$ cat src/core/xrsd_pkg.sv
// Opcodes, clock counts and carrier types for the string/shift/set decode slice
package xrsd_pkg;

  // Prefixes and opcode patterns
  localparam logic [7:0] PFX_RPT_EQ      = 8'hF3;
  localparam logic [7:0] PFX_RPT_NE      = 8'hF2;
  localparam logic [6:0] OPC_CMP_STR_HI  = 7'h53;
  localparam logic [6:0] OPC_SCAN_STR_HI = 7'h57;
  localparam logic [7:0] OPC_RTN_NEAR    = 8'hC3;
  localparam logic [7:0] OPC_RTN_NEAR_IMM= 8'hC2;
  localparam logic [7:0] OPC_RTN_FAR     = 8'hCB;
  localparam logic [7:0] OPC_RTN_FAR_IMM = 8'hCA;
  localparam logic [6:0] OPC_SHF_ONE_HI  = 7'h68;
  localparam logic [6:0] OPC_SHF_CL_HI   = 7'h69;
  localparam logic [6:0] OPC_SHF_IMM_HI  = 7'h60;
  localparam logic [7:0] OPC_AH_FLAGS    = 8'h9E;
  localparam logic [5:0] OPC_SUBB_RM_HI  = 6'h06;
  localparam logic [6:0] OPC_SUBB_ACC_HI = 7'h0E;
  localparam logic [5:0] OPC_ALU_IMM_HI  = 6'h20;
  // Second byte after the 0F escape
  localparam logic [7:0] OPC2_RST_SEG    = 8'h79;
  localparam logic [7:0] OPC2_RST_LDT    = 8'h7B;
  localparam logic [7:0] OPC2_RST_TASK   = 8'h7D;
  localparam logic [7:0] OPC2_RESUME     = 8'hAA;
  localparam logic [7:0] OPC2_SET_C      = 8'h92;
  localparam logic [7:0] OPC2_SET_BE     = 8'h96;
  localparam logic [7:0] OPC2_SET_Z      = 8'h94;
  localparam logic [7:0] OPC2_SET_L      = 8'h9C;
  localparam logic [7:0] OPC2_SET_LE     = 8'h9E;
  // ModR/M register field values
  localparam logic [2:0] RF_ROT_L  = 3'h0;
  localparam logic [2:0] RF_ROT_R  = 3'h1;
  localparam logic [2:0] RF_ASH_L  = 3'h4;
  localparam logic [2:0] RF_ASH_R  = 3'h7;
  localparam logic [2:0] RF_SUBB   = 3'h3;
  localparam logic [2:0] RF_ZERO   = 3'h0;
  // Accumulator high byte flag positions
  localparam int AH_SF = 7;
  localparam int AH_ZF = 6;
  localparam int AH_AF = 4;
  localparam int AH_PF = 2;
  localparam int AH_CF = 0;
  // Clock counts
  localparam logic [7:0] CYC_CMP_BASE  = 8'h0B;
  localparam logic [7:0] CYC_CMP_ITER  = 8'h04;
  localparam logic [7:0] CYC_SCAN_BASE = 8'h09;
  localparam logic [7:0] CYC_SCAN_ITER = 8'h03;
  localparam logic [7:0] CYC_SCAN_ONE  = 8'h02;
  localparam logic [7:0] CYC_RTN_NEAR  = 8'h03;
  localparam logic [7:0] CYC_FAR_REAL  = 8'h0A;
  localparam logic [7:0] CYC_FAR_PROT  = 8'h0D;
  localparam logic [7:0] CYC_FAR_PRIV  = 8'h23;
  localparam logic [7:0] CYC_ROT       = 8'h02;
  localparam logic [7:0] CYC_ASH_L     = 8'h01;
  localparam logic [7:0] CYC_ASH_L_CL  = 8'h02;
  localparam logic [7:0] CYC_ASH_R     = 8'h02;
  localparam logic [7:0] CYC_RESTORE   = 8'h0B;
  localparam logic [7:0] CYC_RESUME    = 8'h39;
  localparam logic [7:0] CYC_ONE       = 8'h01;

  typedef enum logic [4:0] {
    OP_NONE, OP_RPT_EQ_CMP, OP_RPT_EQ_SCAN, OP_RPT_NE_CMP, OP_RPT_NE_SCAN, OP_SCAN,
    OP_RETURN_NEAR, OP_RETURN_FAR, OP_ROT_LEFT, OP_ROT_RIGHT, OP_ASHIFT_LEFT,
    OP_ASHIFT_RIGHT, OP_RESTORE_SEG, OP_RESTORE_LDT, OP_RESTORE_TASK, OP_RESUME_MGMT,
    OP_AH_TO_FLAGS, OP_SUB_BORROW, OP_SETB_CARRY, OP_SETB_BELOW_EQ, OP_SETB_ZERO,
    OP_SETB_LESS, OP_SETB_LESS_EQ
  } xrsd_op_type;

  typedef enum logic [1:0] {ST_IDLE, ST_BASE, ST_ITER} xrsd_state_type;

  typedef struct packed {
    logic of;
    logic sf;
    logic zf;
    logic af;
    logic pf;
    logic cf;
  } xrsd_flags_type;

  typedef struct packed {
    logic [7:0]     prefix;
    logic           esc;
    logic [7:0]     opcode;
    logic [2:0]     reg_field;
    logic           prot_mode;
    logic           priv_change;
    logic           in_mgmt_mode;
    logic [7:0]     accum_high;
    xrsd_flags_type flags;
    xrsd_flags_type saved_flags;
  } xrsd_req_type;

  typedef struct packed {
    xrsd_op_type    op;
    logic           mgmt_fault;
    logic [7:0]     set_value;
    xrsd_flags_type flags;
  } xrsd_res_type;

endpackage : xrsd_pkg

$ cat src/core/xrsd_decode.sv
// Decoder and clock-count sequencer for the string/shift/set decode slice
`timescale 1ns/1ps
// How it works
// - F3 compare string repeats while equal, 11+4n.
// - F3 scan string repeats while equal, 9+3n.
// - F2 compare string repeats while unequal, 11+4n.
// - F2 scan string repeats while unequal, 9+3n.
// - Near return with stack adjust takes 3.
// - Far return: 10 real, 13 protected.
// - Far return changing privilege takes 35.
// - Shift group field 000 rotates left, 2.
// - Shift group field 001 rotates right, 2.
// - 0F 79 restores segment and descriptor, 11.
// - 0F 7B restores local table, 11.
// - 0F 7D restores task register, 11.
// - 0F AA resumes, restores all flags, 57.
// - 9E copies AH to flags, 1, keeps OF.
// - Field 100 shifts left: 1, 2 by CL.
// - Field 111 shifts right arithmetic, 2.
// - Subtract with borrow forms take 1.
// - Accumulator immediate subtract with borrow, 1.
// - Set byte on carry, carry-or-zero, 1.
// - Set byte on zero, 1, flags unchanged.
// - Set byte signed less, less-equal, 1.
module xrsd_decode #(
  parameter int CNT_W = 32
) (
  // Clock and reset
  input  wire logic                  clk_i,
  input  wire logic                  srst_i,
  // Request
  input  wire logic                  req_valid_i,
  input  wire xrsd_pkg::xrsd_req_type req_i,
  input  wire logic      [CNT_W-1:0] count_i,
  output logic                       req_ready_o,
  // Per-element compare
  output logic                       elem_strobe_o,
  input  wire logic                  elem_eq_i,
  // Result
  output logic                       done_o,
  output xrsd_pkg::xrsd_res_type     res_o,
  output logic               [31:0]  clocks_o,
  output logic           [CNT_W-1:0] count_o
);
  import xrsd_pkg::*;

  xrsd_op_type    dec_op;
  logic [7:0]     dec_base;
  logic [7:0]     dec_iter;
  logic           dec_fault;
  logic           accept;
  xrsd_state_type state_q, state_d;
  logic [7:0]     timer_q, timer_d;
  logic [7:0]     iter_q;
  logic           rpt_q;
  logic           want_eq_q;
  logic           iter_start;
  logic           finish;
  logic           step;
  logic           cnt_zero;
  logic           cnt_stop;
  logic           ready_q;
  logic           done_q;
  logic           strobe_q;
  logic [31:0]    clocks_q;
  xrsd_res_type   res_q;
  logic           ah_op;
  logic [31:0]    busy_q;
  logic [31:0]    iters_q;
  logic           prot_q;
  logic           priv_q;
  logic           by_cl_q;

  assign accept = req_valid_i && ready_q;
  assign step   = (state_q == ST_ITER) && (timer_q == 8'h00);
  assign ah_op  = !req_i.esc && (req_i.opcode == OPC_AH_FLAGS);

  // Opcode and register field to operation and clock counts
  always_comb begin
    dec_op    = OP_NONE;
    dec_base  = 8'h00;
    dec_iter  = 8'h00;
    dec_fault = 1'b0;
    if (!req_i.esc) begin
      if (req_i.opcode[7:1] == OPC_CMP_STR_HI && req_i.prefix == PFX_RPT_EQ) begin
        dec_op = OP_RPT_EQ_CMP;
        dec_base = CYC_CMP_BASE;
        dec_iter = CYC_CMP_ITER;
      end else if (req_i.opcode[7:1] == OPC_CMP_STR_HI && req_i.prefix == PFX_RPT_NE) begin
        dec_op = OP_RPT_NE_CMP;
        dec_base = CYC_CMP_BASE;
        dec_iter = CYC_CMP_ITER;
      end else if (req_i.opcode[7:1] == OPC_SCAN_STR_HI && req_i.prefix == PFX_RPT_EQ) begin
        dec_op = OP_RPT_EQ_SCAN;
        dec_base = CYC_SCAN_BASE;
        dec_iter = CYC_SCAN_ITER;
      end else if (req_i.opcode[7:1] == OPC_SCAN_STR_HI && req_i.prefix == PFX_RPT_NE) begin
        dec_op = OP_RPT_NE_SCAN;
        dec_base = CYC_SCAN_BASE;
        dec_iter = CYC_SCAN_ITER;
      end else if (req_i.opcode[7:1] == OPC_SCAN_STR_HI) begin
        dec_op = OP_SCAN;
        dec_base = CYC_SCAN_ONE;
      end else if (req_i.opcode == OPC_RTN_NEAR || req_i.opcode == OPC_RTN_NEAR_IMM) begin
        dec_op = OP_RETURN_NEAR;
        dec_base = CYC_RTN_NEAR;
      end else if (req_i.opcode == OPC_RTN_FAR || req_i.opcode == OPC_RTN_FAR_IMM) begin
        dec_op = OP_RETURN_FAR;
        if (!req_i.prot_mode) begin
          dec_base = CYC_FAR_REAL;
        end else if (req_i.priv_change) begin
          dec_base = CYC_FAR_PRIV;
        end else begin
          dec_base = CYC_FAR_PROT;
        end
      end else if (req_i.opcode[7:1] == OPC_SHF_ONE_HI || req_i.opcode[7:1] == OPC_SHF_CL_HI
                   || req_i.opcode[7:1] == OPC_SHF_IMM_HI) begin
        case (req_i.reg_field)
          RF_ROT_L: begin
            dec_op = OP_ROT_LEFT;
            dec_base = CYC_ROT;
          end
          RF_ROT_R: begin
            dec_op = OP_ROT_RIGHT;
            dec_base = CYC_ROT;
          end
          RF_ASH_L: begin
            dec_op = OP_ASHIFT_LEFT;
            dec_base = (req_i.opcode[7:1] == OPC_SHF_CL_HI) ? CYC_ASH_L_CL : CYC_ASH_L;
          end
          RF_ASH_R: begin
            dec_op = OP_ASHIFT_RIGHT;
            dec_base = CYC_ASH_R;
          end
          default: begin
            dec_op = OP_NONE;
          end
        endcase
      end else if (ah_op) begin
        dec_op = OP_AH_TO_FLAGS;
        dec_base = CYC_ONE;
      end else if (req_i.opcode[7:2] == OPC_SUBB_RM_HI || req_i.opcode[7:1] == OPC_SUBB_ACC_HI
                   || (req_i.opcode[7:2] == OPC_ALU_IMM_HI && req_i.reg_field == RF_SUBB)) begin
        dec_op = OP_SUB_BORROW;
        dec_base = CYC_ONE;
      end
    end else begin
      if (req_i.opcode == OPC2_RST_SEG) begin
        dec_op = OP_RESTORE_SEG;
        dec_base = CYC_RESTORE;
      end else if (req_i.opcode == OPC2_RST_LDT && req_i.reg_field == RF_ZERO) begin
        dec_op = OP_RESTORE_LDT;
        dec_base = CYC_RESTORE;
      end else if (req_i.opcode == OPC2_RST_TASK && req_i.reg_field == RF_ZERO) begin
        dec_op = OP_RESTORE_TASK;
        dec_base = CYC_RESTORE;
      end else if (req_i.opcode == OPC2_RESUME) begin
        dec_op = OP_RESUME_MGMT;
        dec_base = CYC_RESUME;
      end else if (req_i.reg_field == RF_ZERO) begin
        dec_base = CYC_ONE;
        case (req_i.opcode)
          OPC2_SET_C:  dec_op = OP_SETB_CARRY;
          OPC2_SET_BE: dec_op = OP_SETB_BELOW_EQ;
          OPC2_SET_Z:  dec_op = OP_SETB_ZERO;
          OPC2_SET_L:  dec_op = OP_SETB_LESS;
          OPC2_SET_LE: dec_op = OP_SETB_LESS_EQ;
          default: begin
            dec_op = OP_NONE;
            dec_base = 8'h00;
          end
        endcase
      end
    end
    if ((dec_op == OP_RESTORE_SEG || dec_op == OP_RESTORE_LDT || dec_op == OP_RESTORE_TASK
         || dec_op == OP_RESUME_MGMT) && !req_i.in_mgmt_mode) begin
      dec_fault = 1'b1;
      dec_base = 8'h00;
    end
  end

  // Sequencer: base phase then one phase per element
  always_comb begin
    state_d    = state_q;
    timer_d    = timer_q;
    iter_start = 1'b0;
    finish     = 1'b0;
    case (state_q)
      ST_IDLE: begin
        if (accept && dec_base == 8'h00) begin
          finish = 1'b1;
        end else if (accept) begin
          state_d = ST_BASE;
          timer_d = dec_base - 8'h01;
        end
      end
      ST_BASE: begin
        if (timer_q != 8'h00) begin
          timer_d = timer_q - 8'h01;
        end else if (rpt_q && !cnt_zero) begin
          state_d = ST_ITER;
          timer_d = iter_q - 8'h01;
          iter_start = 1'b1;
        end else begin
          state_d = ST_IDLE;
          finish = 1'b1;
        end
      end
      ST_ITER: begin
        if (timer_q != 8'h00) begin
          timer_d = timer_q - 8'h01;
        end else if (cnt_stop) begin
          state_d = ST_IDLE;
          finish = 1'b1;
        end else begin
          timer_d = iter_q - 8'h01;
          iter_start = 1'b1;
        end
      end
      default: begin
        state_d = ST_IDLE;
      end
    endcase
  end

  always_ff @(posedge clk_i) begin
    if (srst_i) begin
      state_q <= ST_IDLE;
      timer_q <= 8'h00;
    end else begin
      state_q <= state_d;
      timer_q <= timer_d;
    end
  end

  // Handshake and strobes
  always_ff @(posedge clk_i) begin
    if (srst_i) begin
      ready_q  <= 1'b0;
      done_q   <= 1'b0;
      strobe_q <= 1'b0;
    end else begin
      ready_q  <= (state_d == ST_IDLE);
      done_q   <= finish;
      strobe_q <= (state_d == ST_ITER) && (timer_d == 8'h00);
    end
  end

  // Per-request latches
  always_ff @(posedge clk_i) begin
    if (srst_i) begin
      iter_q    <= 8'h00;
      rpt_q     <= 1'b0;
      want_eq_q <= 1'b0;
      prot_q    <= 1'b0;
      priv_q    <= 1'b0;
      by_cl_q   <= 1'b0;
    end else if (accept) begin
      iter_q    <= dec_iter;
      rpt_q     <= (dec_iter != 8'h00);
      want_eq_q <= (dec_op == OP_RPT_EQ_CMP) || (dec_op == OP_RPT_EQ_SCAN);
      prot_q    <= req_i.prot_mode;
      priv_q    <= req_i.priv_change;
      by_cl_q   <= (req_i.opcode[7:1] == OPC_SHF_CL_HI);
    end
  end

  // Clock tally: base plus one iteration cost per element
  always_ff @(posedge clk_i) begin
    if (srst_i) begin
      clocks_q <= 32'h0000_0000;
      iters_q  <= 32'h0000_0000;
    end else if (accept) begin
      clocks_q <= {24'h00_0000, dec_base};
      iters_q  <= 32'h0000_0000;
    end else if (iter_start) begin
      clocks_q <= clocks_q + {24'h00_0000, iter_q};
      iters_q  <= iters_q + 32'h0000_0001;
    end
  end

  // Result value and flags
  always_ff @(posedge clk_i) begin
    if (srst_i) begin
      res_q <= '0;
    end else if (accept) begin
      res_q.op         <= dec_op;
      res_q.mgmt_fault <= dec_fault;
      res_q.flags      <= req_i.flags;
      res_q.set_value  <= 8'h00;
      case (dec_op)
        OP_SETB_CARRY:    res_q.set_value <= {7'h00, req_i.flags.cf};
        OP_SETB_BELOW_EQ: res_q.set_value <= {7'h00, req_i.flags.cf | req_i.flags.zf};
        OP_SETB_ZERO:     res_q.set_value <= {7'h00, req_i.flags.zf};
        OP_SETB_LESS:     res_q.set_value <= {7'h00, req_i.flags.sf ^ req_i.flags.of};
        OP_SETB_LESS_EQ:
          res_q.set_value <= {7'h00, (req_i.flags.sf ^ req_i.flags.of) | req_i.flags.zf};
        OP_AH_TO_FLAGS: begin
          res_q.flags <= '{of: req_i.flags.of, sf: req_i.accum_high[AH_SF],
                           zf: req_i.accum_high[AH_ZF], af: req_i.accum_high[AH_AF],
                           pf: req_i.accum_high[AH_PF], cf: req_i.accum_high[AH_CF]};
        end
        OP_RESUME_MGMT: begin
          if (!dec_fault) begin
            res_q.flags <= req_i.saved_flags;
          end
        end
        default: begin
          res_q.set_value <= 8'h00;
        end
      endcase
    end
  end

  xrsd_rep_count #(
    .CNT_W (CNT_W)
  ) u_rep_count (
    .clk_i      (clk_i),
    .srst_i     (srst_i),
    .load_i     (accept),
    .load_val_i (count_i),
    .step_i     (step),
    .want_eq_i  (want_eq_q),
    .elem_eq_i  (elem_eq_i),
    .count_o    (count_o),
    .zero_o     (cnt_zero),
    .stop_o     (cnt_stop)
  );

  assign req_ready_o   = ready_q;
  assign done_o        = done_q;
  assign elem_strobe_o = strobe_q;
  assign clocks_o      = clocks_q;
  assign res_o         = res_q;

  // Busy cycles since accept, for checking
  always_ff @(posedge clk_i) begin
    if (srst_i || accept) begin
      busy_q <= 32'h0000_0000;
    end else if (state_q != ST_IDLE) begin
      busy_q <= busy_q + 32'h0000_0001;
    end
  end
endmodule : xrsd_decode

$ cat src/core/xrsd_rep_count.sv
// Iteration counter for repeated string compare and scan
`timescale 1ns/1ps
module xrsd_rep_count #(
  parameter int CNT_W = 32
) (
  // Clock and reset
  input  wire logic             clk_i,
  input  wire logic             srst_i,
  // Control
  input  wire logic             load_i,
  input  wire logic [CNT_W-1:0] load_val_i,
  input  wire logic             step_i,
  input  wire logic             want_eq_i,
  input  wire logic             elem_eq_i,
  // Status
  output logic      [CNT_W-1:0] count_o,
  output logic                  zero_o,
  output logic                  stop_o
);
  logic [CNT_W-1:0] count_q;

  always_ff @(posedge clk_i) begin
    if (srst_i) begin
      count_q <= '0;
    end else if (load_i) begin
      count_q <= load_val_i;
    end else if (step_i) begin
      count_q <= count_q - CNT_W'(1);
    end
  end

  assign count_o = count_q;
  assign zero_o  = (count_q == '0);
  // Ends on last count or failed condition
  assign stop_o  = (count_q == CNT_W'(1)) || (want_eq_i != elem_eq_i);

endmodule : xrsd_rep_count

$ cat config.mk
export PLATFORM = sky130hd
export DESIGN_NAME = xrsd_decode
export DESIGN_NICKNAME = d
export VERILOG_FILES = /design/src/core/xrsd_pkg.sv /design/src/core/xrsd_decode.sv /design/src/core/xrsd_rep_count.sv
export SDC_FILE = /design/constraint.sdc
export NUM_CORES = 1
export LEC_CHECK = 0
export BUFFER_PORTS_ARGS = -buffer_cell sky130_fd_sc_hd__buf_2
export CORE_ASPECT_RATIO = 0.5
export CORE_MARGIN = 1.5
export CORE_UTILIZATION = 40
export CTS_BUF_LIST = sky130_fd_sc_hd__clkbuf_2
export DETAILED_ROUTE_END_ITERATION = 8
export HOLD_SLACK_MARGIN = 0.06
export RECOVER_POWER = 50
export SLEW_MARGIN = 15
export SYNTH_ARGS = -nofsm -noshare
export SYNTH_HDL_FRONTEND = slang
export SYNTH_HIERARCHICAL = 1
export SYNTH_SLANG_ARGS = --single-unit
$ cat constraint.sdc
create_clock -name clk_i -period 14.2 [get_ports clk_i]
set_clock_uncertainty 0.15 [all_clocks]
set_input_delay 2.84 -clock clk_i [delete_from_list [all_inputs] [get_ports clk_i]]
set_output_delay 2.84 -clock clk_i [all_outputs]
set_load 0.02 [all_outputs]
==> flow_metrics.tcl, run 1 <==
set metrics [dict create \
    outcome "finished with violations" \
    violations "max-capacitance violations, max-slew violations" \
    ioPinCount 166 \
    finalHoldWorstSlack_ps 324 \
    fmax_mhz 150 \
    max_slew_margin -0.250 \
    synthFlopType "dfxtp_1" \
    syn_to_final_growth_pct 12.9 \
    r2r-start "u_rep_count/count_o[20]" \
    power_leakage_nw 2.53 \
    grt_pass1_wl_um 29000 \
    gp_congestion 0.896 \
    drt_wl_total_um 17700 \
    arrival_ps 7030 \
    post_cts_buffers 0 \
    synth-edff-count 0 \
    cp-startpoint "req_i[28]" \
    cp-endpoint "elem_strobe_o" \
    setup_viol 0 \
    period_share 0.468 \
    insertion_delay_ps 600 \
    endpoint_kind "flop" \
    stdcell_count 1121 \
    antenna_found_initial 0 \
    dpl.hpwl_um 13000 \
    startpoint_type "primary input" \
    gr-usage-all-layers 0.214 \
    drtIter0Drc 540 \
    io_buffers 155 \
    drive_gt1_frac 0.129 \
    dp_cells 1105 \
    fp.coreArea_um2 14800 \
    ir_drop_v 0.0000336 \
    cts_resized 0 \
    p_per_area_nw_per_um2 81.3 \
    start_util 0.420 \
    cts_max_level 3 \
    num_antenna_cells 0 \
    syn_area_um2 6220 \
    vias 6347 \
    critPathKind "in -> reg" \
    layout.area.seq_um2 1880 \
    drc_errors 0 \
    finalCriticalPeriod_ps 6650 \
    hold_buffers 0 \
    synth_seq_cells 94 \
    die_area_um2 16400 \
    rrSetupSlack_ps 9310 \
    synth.distinct_cells 80 \
    netlist_instances 804 \
    synthArstFlopShare 0 \
    cp_max_fo 20 \
    ys_seq_area_frac 0.302 \
    slew_viol_final 41 \
    overflow 0 \
    cap_violations 1 \
    required_ps 14580 \
    r2r_cells 12 \
    die_h_um 91.2 \
    avgSynthCellArea_um2 7.74 \
    worst_pin_slew_ps 1880 \
    clk_path_buf_depth 2 \
    firstDrtPassIters 5 \
    rows 31 \
    multiInputGateArea_um2 4000 \
    yosysWarnings 6 \
    cts.sinks 94 \
    nNetsFinal 1011 \
    hold_class "reg -> reg" \
    r2r-end "elem_strobe_o" \
    final_antenna_net_count 0 \
    dieWidth_um 179 \
    tritoncts "done" \
    clock-root-buffer "clkbuf_2" \
    setup_tns_ps 0 \
    cts_buffers 9 \
    first_global_vias 5560 \
    clkTransAtPathRegs_ps 300 \
    hold_violations 0 \
    vias_per_cell 5.66 \
    rsz0062_at_grt "no" \
    nFillCells 1588 \
    grt_start_max_net_pins 70 \
    wl_per_cell_um 15.8 \
]
synthesized netlist by cell type, types with 10 or more instances:
library cell | n | share of area
nand3_1 | 19 | 0.015
and3_1 | 13 | 0.013
xor2_1 | 21 | 0.030
clkbuf_1 | 41 | 0.025
or3_1 | 20 | 0.020
a31oi_1 | 10 | 0.010
inv_1 | 23 | 0.014
nand2_1 | 79 | 0.048
nor4_1 | 13 | 0.013
o211ai_1 | 12 | 0.014
a21oi_1 | 44 | 0.035
and2_1 | 10 | 0.010
a311oi_1 | 16 | 0.023
dfxtp_1 | 94 | 0.30
a211oi_1 | 21 | 0.025
or4_1 | 22 | 0.027
nor2b_1 | 12 | 0.012
o21ai_0 | 23 | 0.018
ha_1 | 13 | 0.026
nor2_1 | 92 | 0.055
o31ai_1 | 14 | 0.017
xnor2_1 | 21 | 0.030
nor3_1 | 19 | 0.015
critical path: stages:
cell and delay (ps):
clkbuf_1 330, o41a_1 520, a2111o_1 440, and3_1 260
or4_1 640, nand2_1 170, ha_1 310, o31ai_1 120
a311oi_1 470, nand3b_1 110, or4_1 510, nor4_1 300
cell type report:
| cell class | count | area share |
|---|---|---|
| multi-input combinational | 630 | 0.569 |
| inverter | 24 | 0.0128 |
| tap | 198 | 0.0353 |
| timing repair buffer | 159 | 0.101 |
| sequential | 94 | 0.268 |
| clock buffer | 9 | 0.00641 |
| clock inverter | 7 | 0.00819 |
state kept, by name (all words and copies together) (netlist names), 2 cells and up:
name,cells
clocks_o,32
iter_q,2
res_o,13
state_q,2
timer_q,8
u_rep_count/count_o,32
layout by cell type, fill, tap and decap left out, types with 20 or more instances in the layout:
cell      count
a211oi_1     21
dfxtp_1      94
xnor2_1      21
a21oi_1      44
clkbuf_1     75
o21ai_0      23
nor2_1       92
xor2_1       21
nand2_1      79
or3_1        20
or4_1        22
buf_2        82
inv_1        23
per-stage QoR:
stage	power [W]	setup WS, ps	instance area (um2)	utilization
2_1_floorplan	0.000405	7540	6250	-
3_3_place_gp	0.000446	7200	7020	0.474
3_5_place_dp	0.000448	7220	7020	0.474
4_1_cts	0.000578	7860	7120	0.481
5_1_grt	0.000609	7280	7030	0.474
6_report	0.000571	7550	7030	0.474
power by group:
part / switching (W) / leakage, nW / internal (W) / total [W]
Clock: 0.000103 / 0.0604 / 0.0000253 / 0.000128
Combinational: 0.0000990 / 1.70 / 0.0000525 / 0.000151
Sequential: 0.0000146 / 0.766 / 0.000277 / 0.000292
Total: 0.000217 / 2.53 / 0.000355 / 0.000571
logic make-up after synthesis:
logic type / after synthesis / synth area share
AND/OR/NAND/NOR: 357 / 0.302
buffers and inverters: 86 / 0.0593
multiplexers: 11 / 0.0181
other: 1 / 0.000602
flip-flops: 94 / 0.302
XOR/XNOR: 42 / 0.0591
adder cells (fa/ha/maj): 14 / 0.0293
AO/OA/AOI/OAI: 199 / 0.229
worst min path at each step:
stage          slack [ps]  depth (start not counted)        end       from
2_1_floorplan         330                          2  want_eq_q  want_eq_q
6_report              320                          2   res_o[4]   res_o[4]
5_1_grt               350                          2   res_o[2]   res_o[2]
4_1_cts               320                          2   res_o[4]   res_o[4]
3_5_place_dp          300                          2   res_o[2]   res_o[2]
3_3_place_gp          290                          2   res_o[2]   res_o[2]
per-layer routing:
| layer | vias up | global-route usage | part of all wire |
|---|---|---|---|
| met3 | 14 | 0.0405 | 0.060 |
| met2 | 198 | 0.343 | 0.45 |
| li1 | 3168 | - | - |
| met4 | 0 | 0.0389 | 0.0081 |
| met1 | 2967 | 0.300 | 0.48 |
| met5 | - | 0 | 0 |
(Power assumes the default switching activity.)
==> inputs of run 2 (changes only) <==
ABC_AREA = 1   (was not set)
clock period = 6.8 ns   (was 14.2 ns; I/O delays follow)
==> run 2 against run 1 <==
Total power rose to 3.2 times the previous value. Flip-flop and latch count unchanged. Via count grew 20%. Register-to-register slack worse by 7000 ps. The flow still finishes with violations (max-capacitance violations, max-slew violations). Die area rose by 10%. Cell count grew 32%. Utilization shrank 0.21 points. Non-clock buffer count stayed put. Global-route usage grew 1.4 points. Final area up 12%. Routed wire length up 16%. Synthesized cell count rose by 37%.
==> flow_metrics.tcl, run 2 <==
set metrics [dict create \
    outcome "finished with violations" \
    violations "max-capacitance violations, max-slew violations" \
    finalCriticalPeriod_ps 4880 \
    cts_resized 0 \
    cts_max_level 3 \
    avgSynthCellArea_um2 6.27 \
    setup_tns_ps 0 \
    netlist_instances 1099 \
    syn_area_um2 6890 \
    max_slew_margin -0.270 \
    cpMaxStageDelayCell "clkbuf_1" \
    r2r-end "u_rep_count/count_o[17]" \
    clkTransAtPathRegs_ps 260 \
    slew_viol_final 37 \
    drive_gt1_frac 0.143 \
    synthSimpleGateAreaFrac 0.412 \
    critPathBufInv 4 \
    rsz0062_at_grt "no" \
    startpoint_type "primary input" \
    die_area_um2 18100 \
    synth-xor-area-share 0.0216 \
    gr-usage-all-layers 0.228 \
    global_route.usage.met1 0.309 \
    synth_mux_area_frac 0 \
    gp_congestion 0.898 \
    grt_start_max_net_pins 48 \
    layout_common_cells "nand2_1 (261), nor2_1 (138), inv_1 (135), nand3_1 (102), dfxtp_1 (94)" \
    vias_per_cell 5.16 \
    dpl_cell_area_um2 7840 \
    synth-edff-count 0 \
    synth_top_area_share 0.273 \
    min_from "res_o[6]" \
    clk_path_buf_depth 2 \
    hold_path_end "res_o[6]" \
    hold_buffers 0 \
    cp_slowest_stage_delay_ps 1420 \
    synthTopCellsByArea "dfxtp_1 (27%), nand2_1 (14%), nor2_1 (7.5%)" \
    syn_to_final_growth_pct 13.7 \
    first_global_vias 6773 \
    path_cells "buf_2 -> nand2_1 -> inv_1 -> clkbuf_1 -> nor2_1 -> buf_4 -> a22oi_1 -> a21oi_1" \
    cap_violations 1 \
    num_antenna_cells 0 \
    r2r-start "req_ready_o" \
    yosys.cell_count.top_type "nand2_1" \
    ioPinCount 166 \
    wl_per_cell_um 13.9 \
    rows 33 \
    critPathKind "in -> reg" \
    synth_compound_area_frac 0.158 \
    drtIter0Drc 647 \
    synthArstFlopShare 0 \
    vias 7608 \
    p_per_area_nw_per_um2 231 \
    synth.distinct_cells 60 \
    final_common_cell "nand2_1" \
    start_util 0.415 \
    synthFlopType "dfxtp_1" \
    setup_viol 0 \
    fmax_mhz 205 \
    use_met3 0.0463 \
    critPathTopFamily "buffers and inverters" \
    ys_seq_area_frac 0.273 \
    power_leakage_nw 3.56 \
    cp_max_fo 36 \
    arrival_ps 5250 \
    drt_wl_total_um 20600 \
    die_h_um 95.8 \
    rrSetupSlack_ps 2310 \
    grt_busiest_layer "met2" \
    synth-adder-area-share 0.0265 \
    hold_violations 0 \
    overflow 0 \
    dieWidth_um 189 \
    hold_class "reg -> reg" \
    period_share 0.718 \
    fin_area_um2 7840 \
    yosysWarnings 6 \
    grt_pass1_wl_um 33200 \
    ir_drop_v 0.0000948 \
    min_delay_path_depth 2 \
    dpl.hpwl_um 15900 \
    antenna_found_initial 0 \
    nNetsFinal 1336 \
    synth.top_cells.by_count "nand2_1 (261), nor2_1 (138), inv_1 (134), nand3_1 (102), dfxtp_1 (94)" \
    synth_top_family_by_area "simple AND/OR/NAND/NOR gates" \
    insertion_delay_ps 630 \
    synth_seq_cells 94 \
    firstDrtPassIters 5 \
    fp.coreArea_um2 16600 \
    cts.sinks 94 \
    io_buffers 155 \
    final_antenna_net_count 0 \
    post_cts_buffers 0 \
    r2r_cells 7 \
    cts_buffers 9 \
    tritoncts "done" \
    final_util 0.472 \
    yosysTopAreaCell "dfxtp_1" \
    endpoint_kind "flop" \
    drc_errors 0 \
    use_met2 0.378 \
    worst_pin_slew_ps 1910 \
    required_ps 7160 \
    clock-root-buffer "clkbuf_2" \
]
==> run 2: stage by stage <==
step	total power, W	hold WS, ps	std cells	worst slack [ps]
2_1_floorplan	0.00135	295	1105	3350
3_3_place_gp	0.00155	285	1459	2770
3_5_place_dp	0.00156	285	1459	2780
4_1_cts	0.00183	326	1475	3490
5_1_grt	0.00197	341	1475	1730
6_report	0.00181	324	1475	1920
==> run 2: logic make-up after synthesis <==
family,Yosys count
AOI/OAI and AO/OA,181
xor gates and xnor gates,17
adders and majority gates,14
buffers and inverters,186
DFF,94
other,1
and+or+nand+nor,606
==> run 2: per-layer routing <==
| layer | part of all wire | vias up |
|---|---|---|
| li1 | - | 3874 |
| met3 | 0.067 | 12 |
| met2 | 0.43 | 237 |
| met4 | 0.0076 | 0 |
| met5 | 0 | - |
| met1 | 0.49 | 3485 |
==> run 2: power by group <==
group / total [W] / switching [W] / internal [W]
sequential: 0.000667 / 0.0000655 / 0.000602
clock: 0.000260 / 0.000210 / 0.0000493
combinational: 0.000886 / 0.000608 / 0.000278
==> run 2: how the worst max path moves through the flow <==
stage / start / end / slack [ps] / cells after the start
floorplan: req_i[27] / elem_strobe_o / 3350 / 21
global placement: req_i[25] / elem_strobe_o / 2770 / 17
detailed placement: req_i[25] / elem_strobe_o / 2780 / 17
CTS: req_i[25] / elem_strobe_o / 3490 / 17
global route: req_valid_i / u_rep_count/count_o[17] / 1730 / 8
finish: req_valid_i / u_rep_count/count_o[17] / 1920 / 8
==> run 2: final cells by class <==
class                   count  area, um2
repair buffers            159        711
flip-flops and latches     94       1880
inverters                 154        579
well taps                 227        284
multi-input cells         825       4290
fillers                  1837       8760
clock buffers               9       45.0
clock inverters             7       50.0
==> run 2: worst reg2reg max path, cell delays in order (launching register included) <==
cell and delay [ps]:
dfxtp_1 400, nand2_1 240, inv_1 580, clkbuf_1 1430, nor2_1 770, buf_4 430, a22oi_1 250, a21oi_1 120
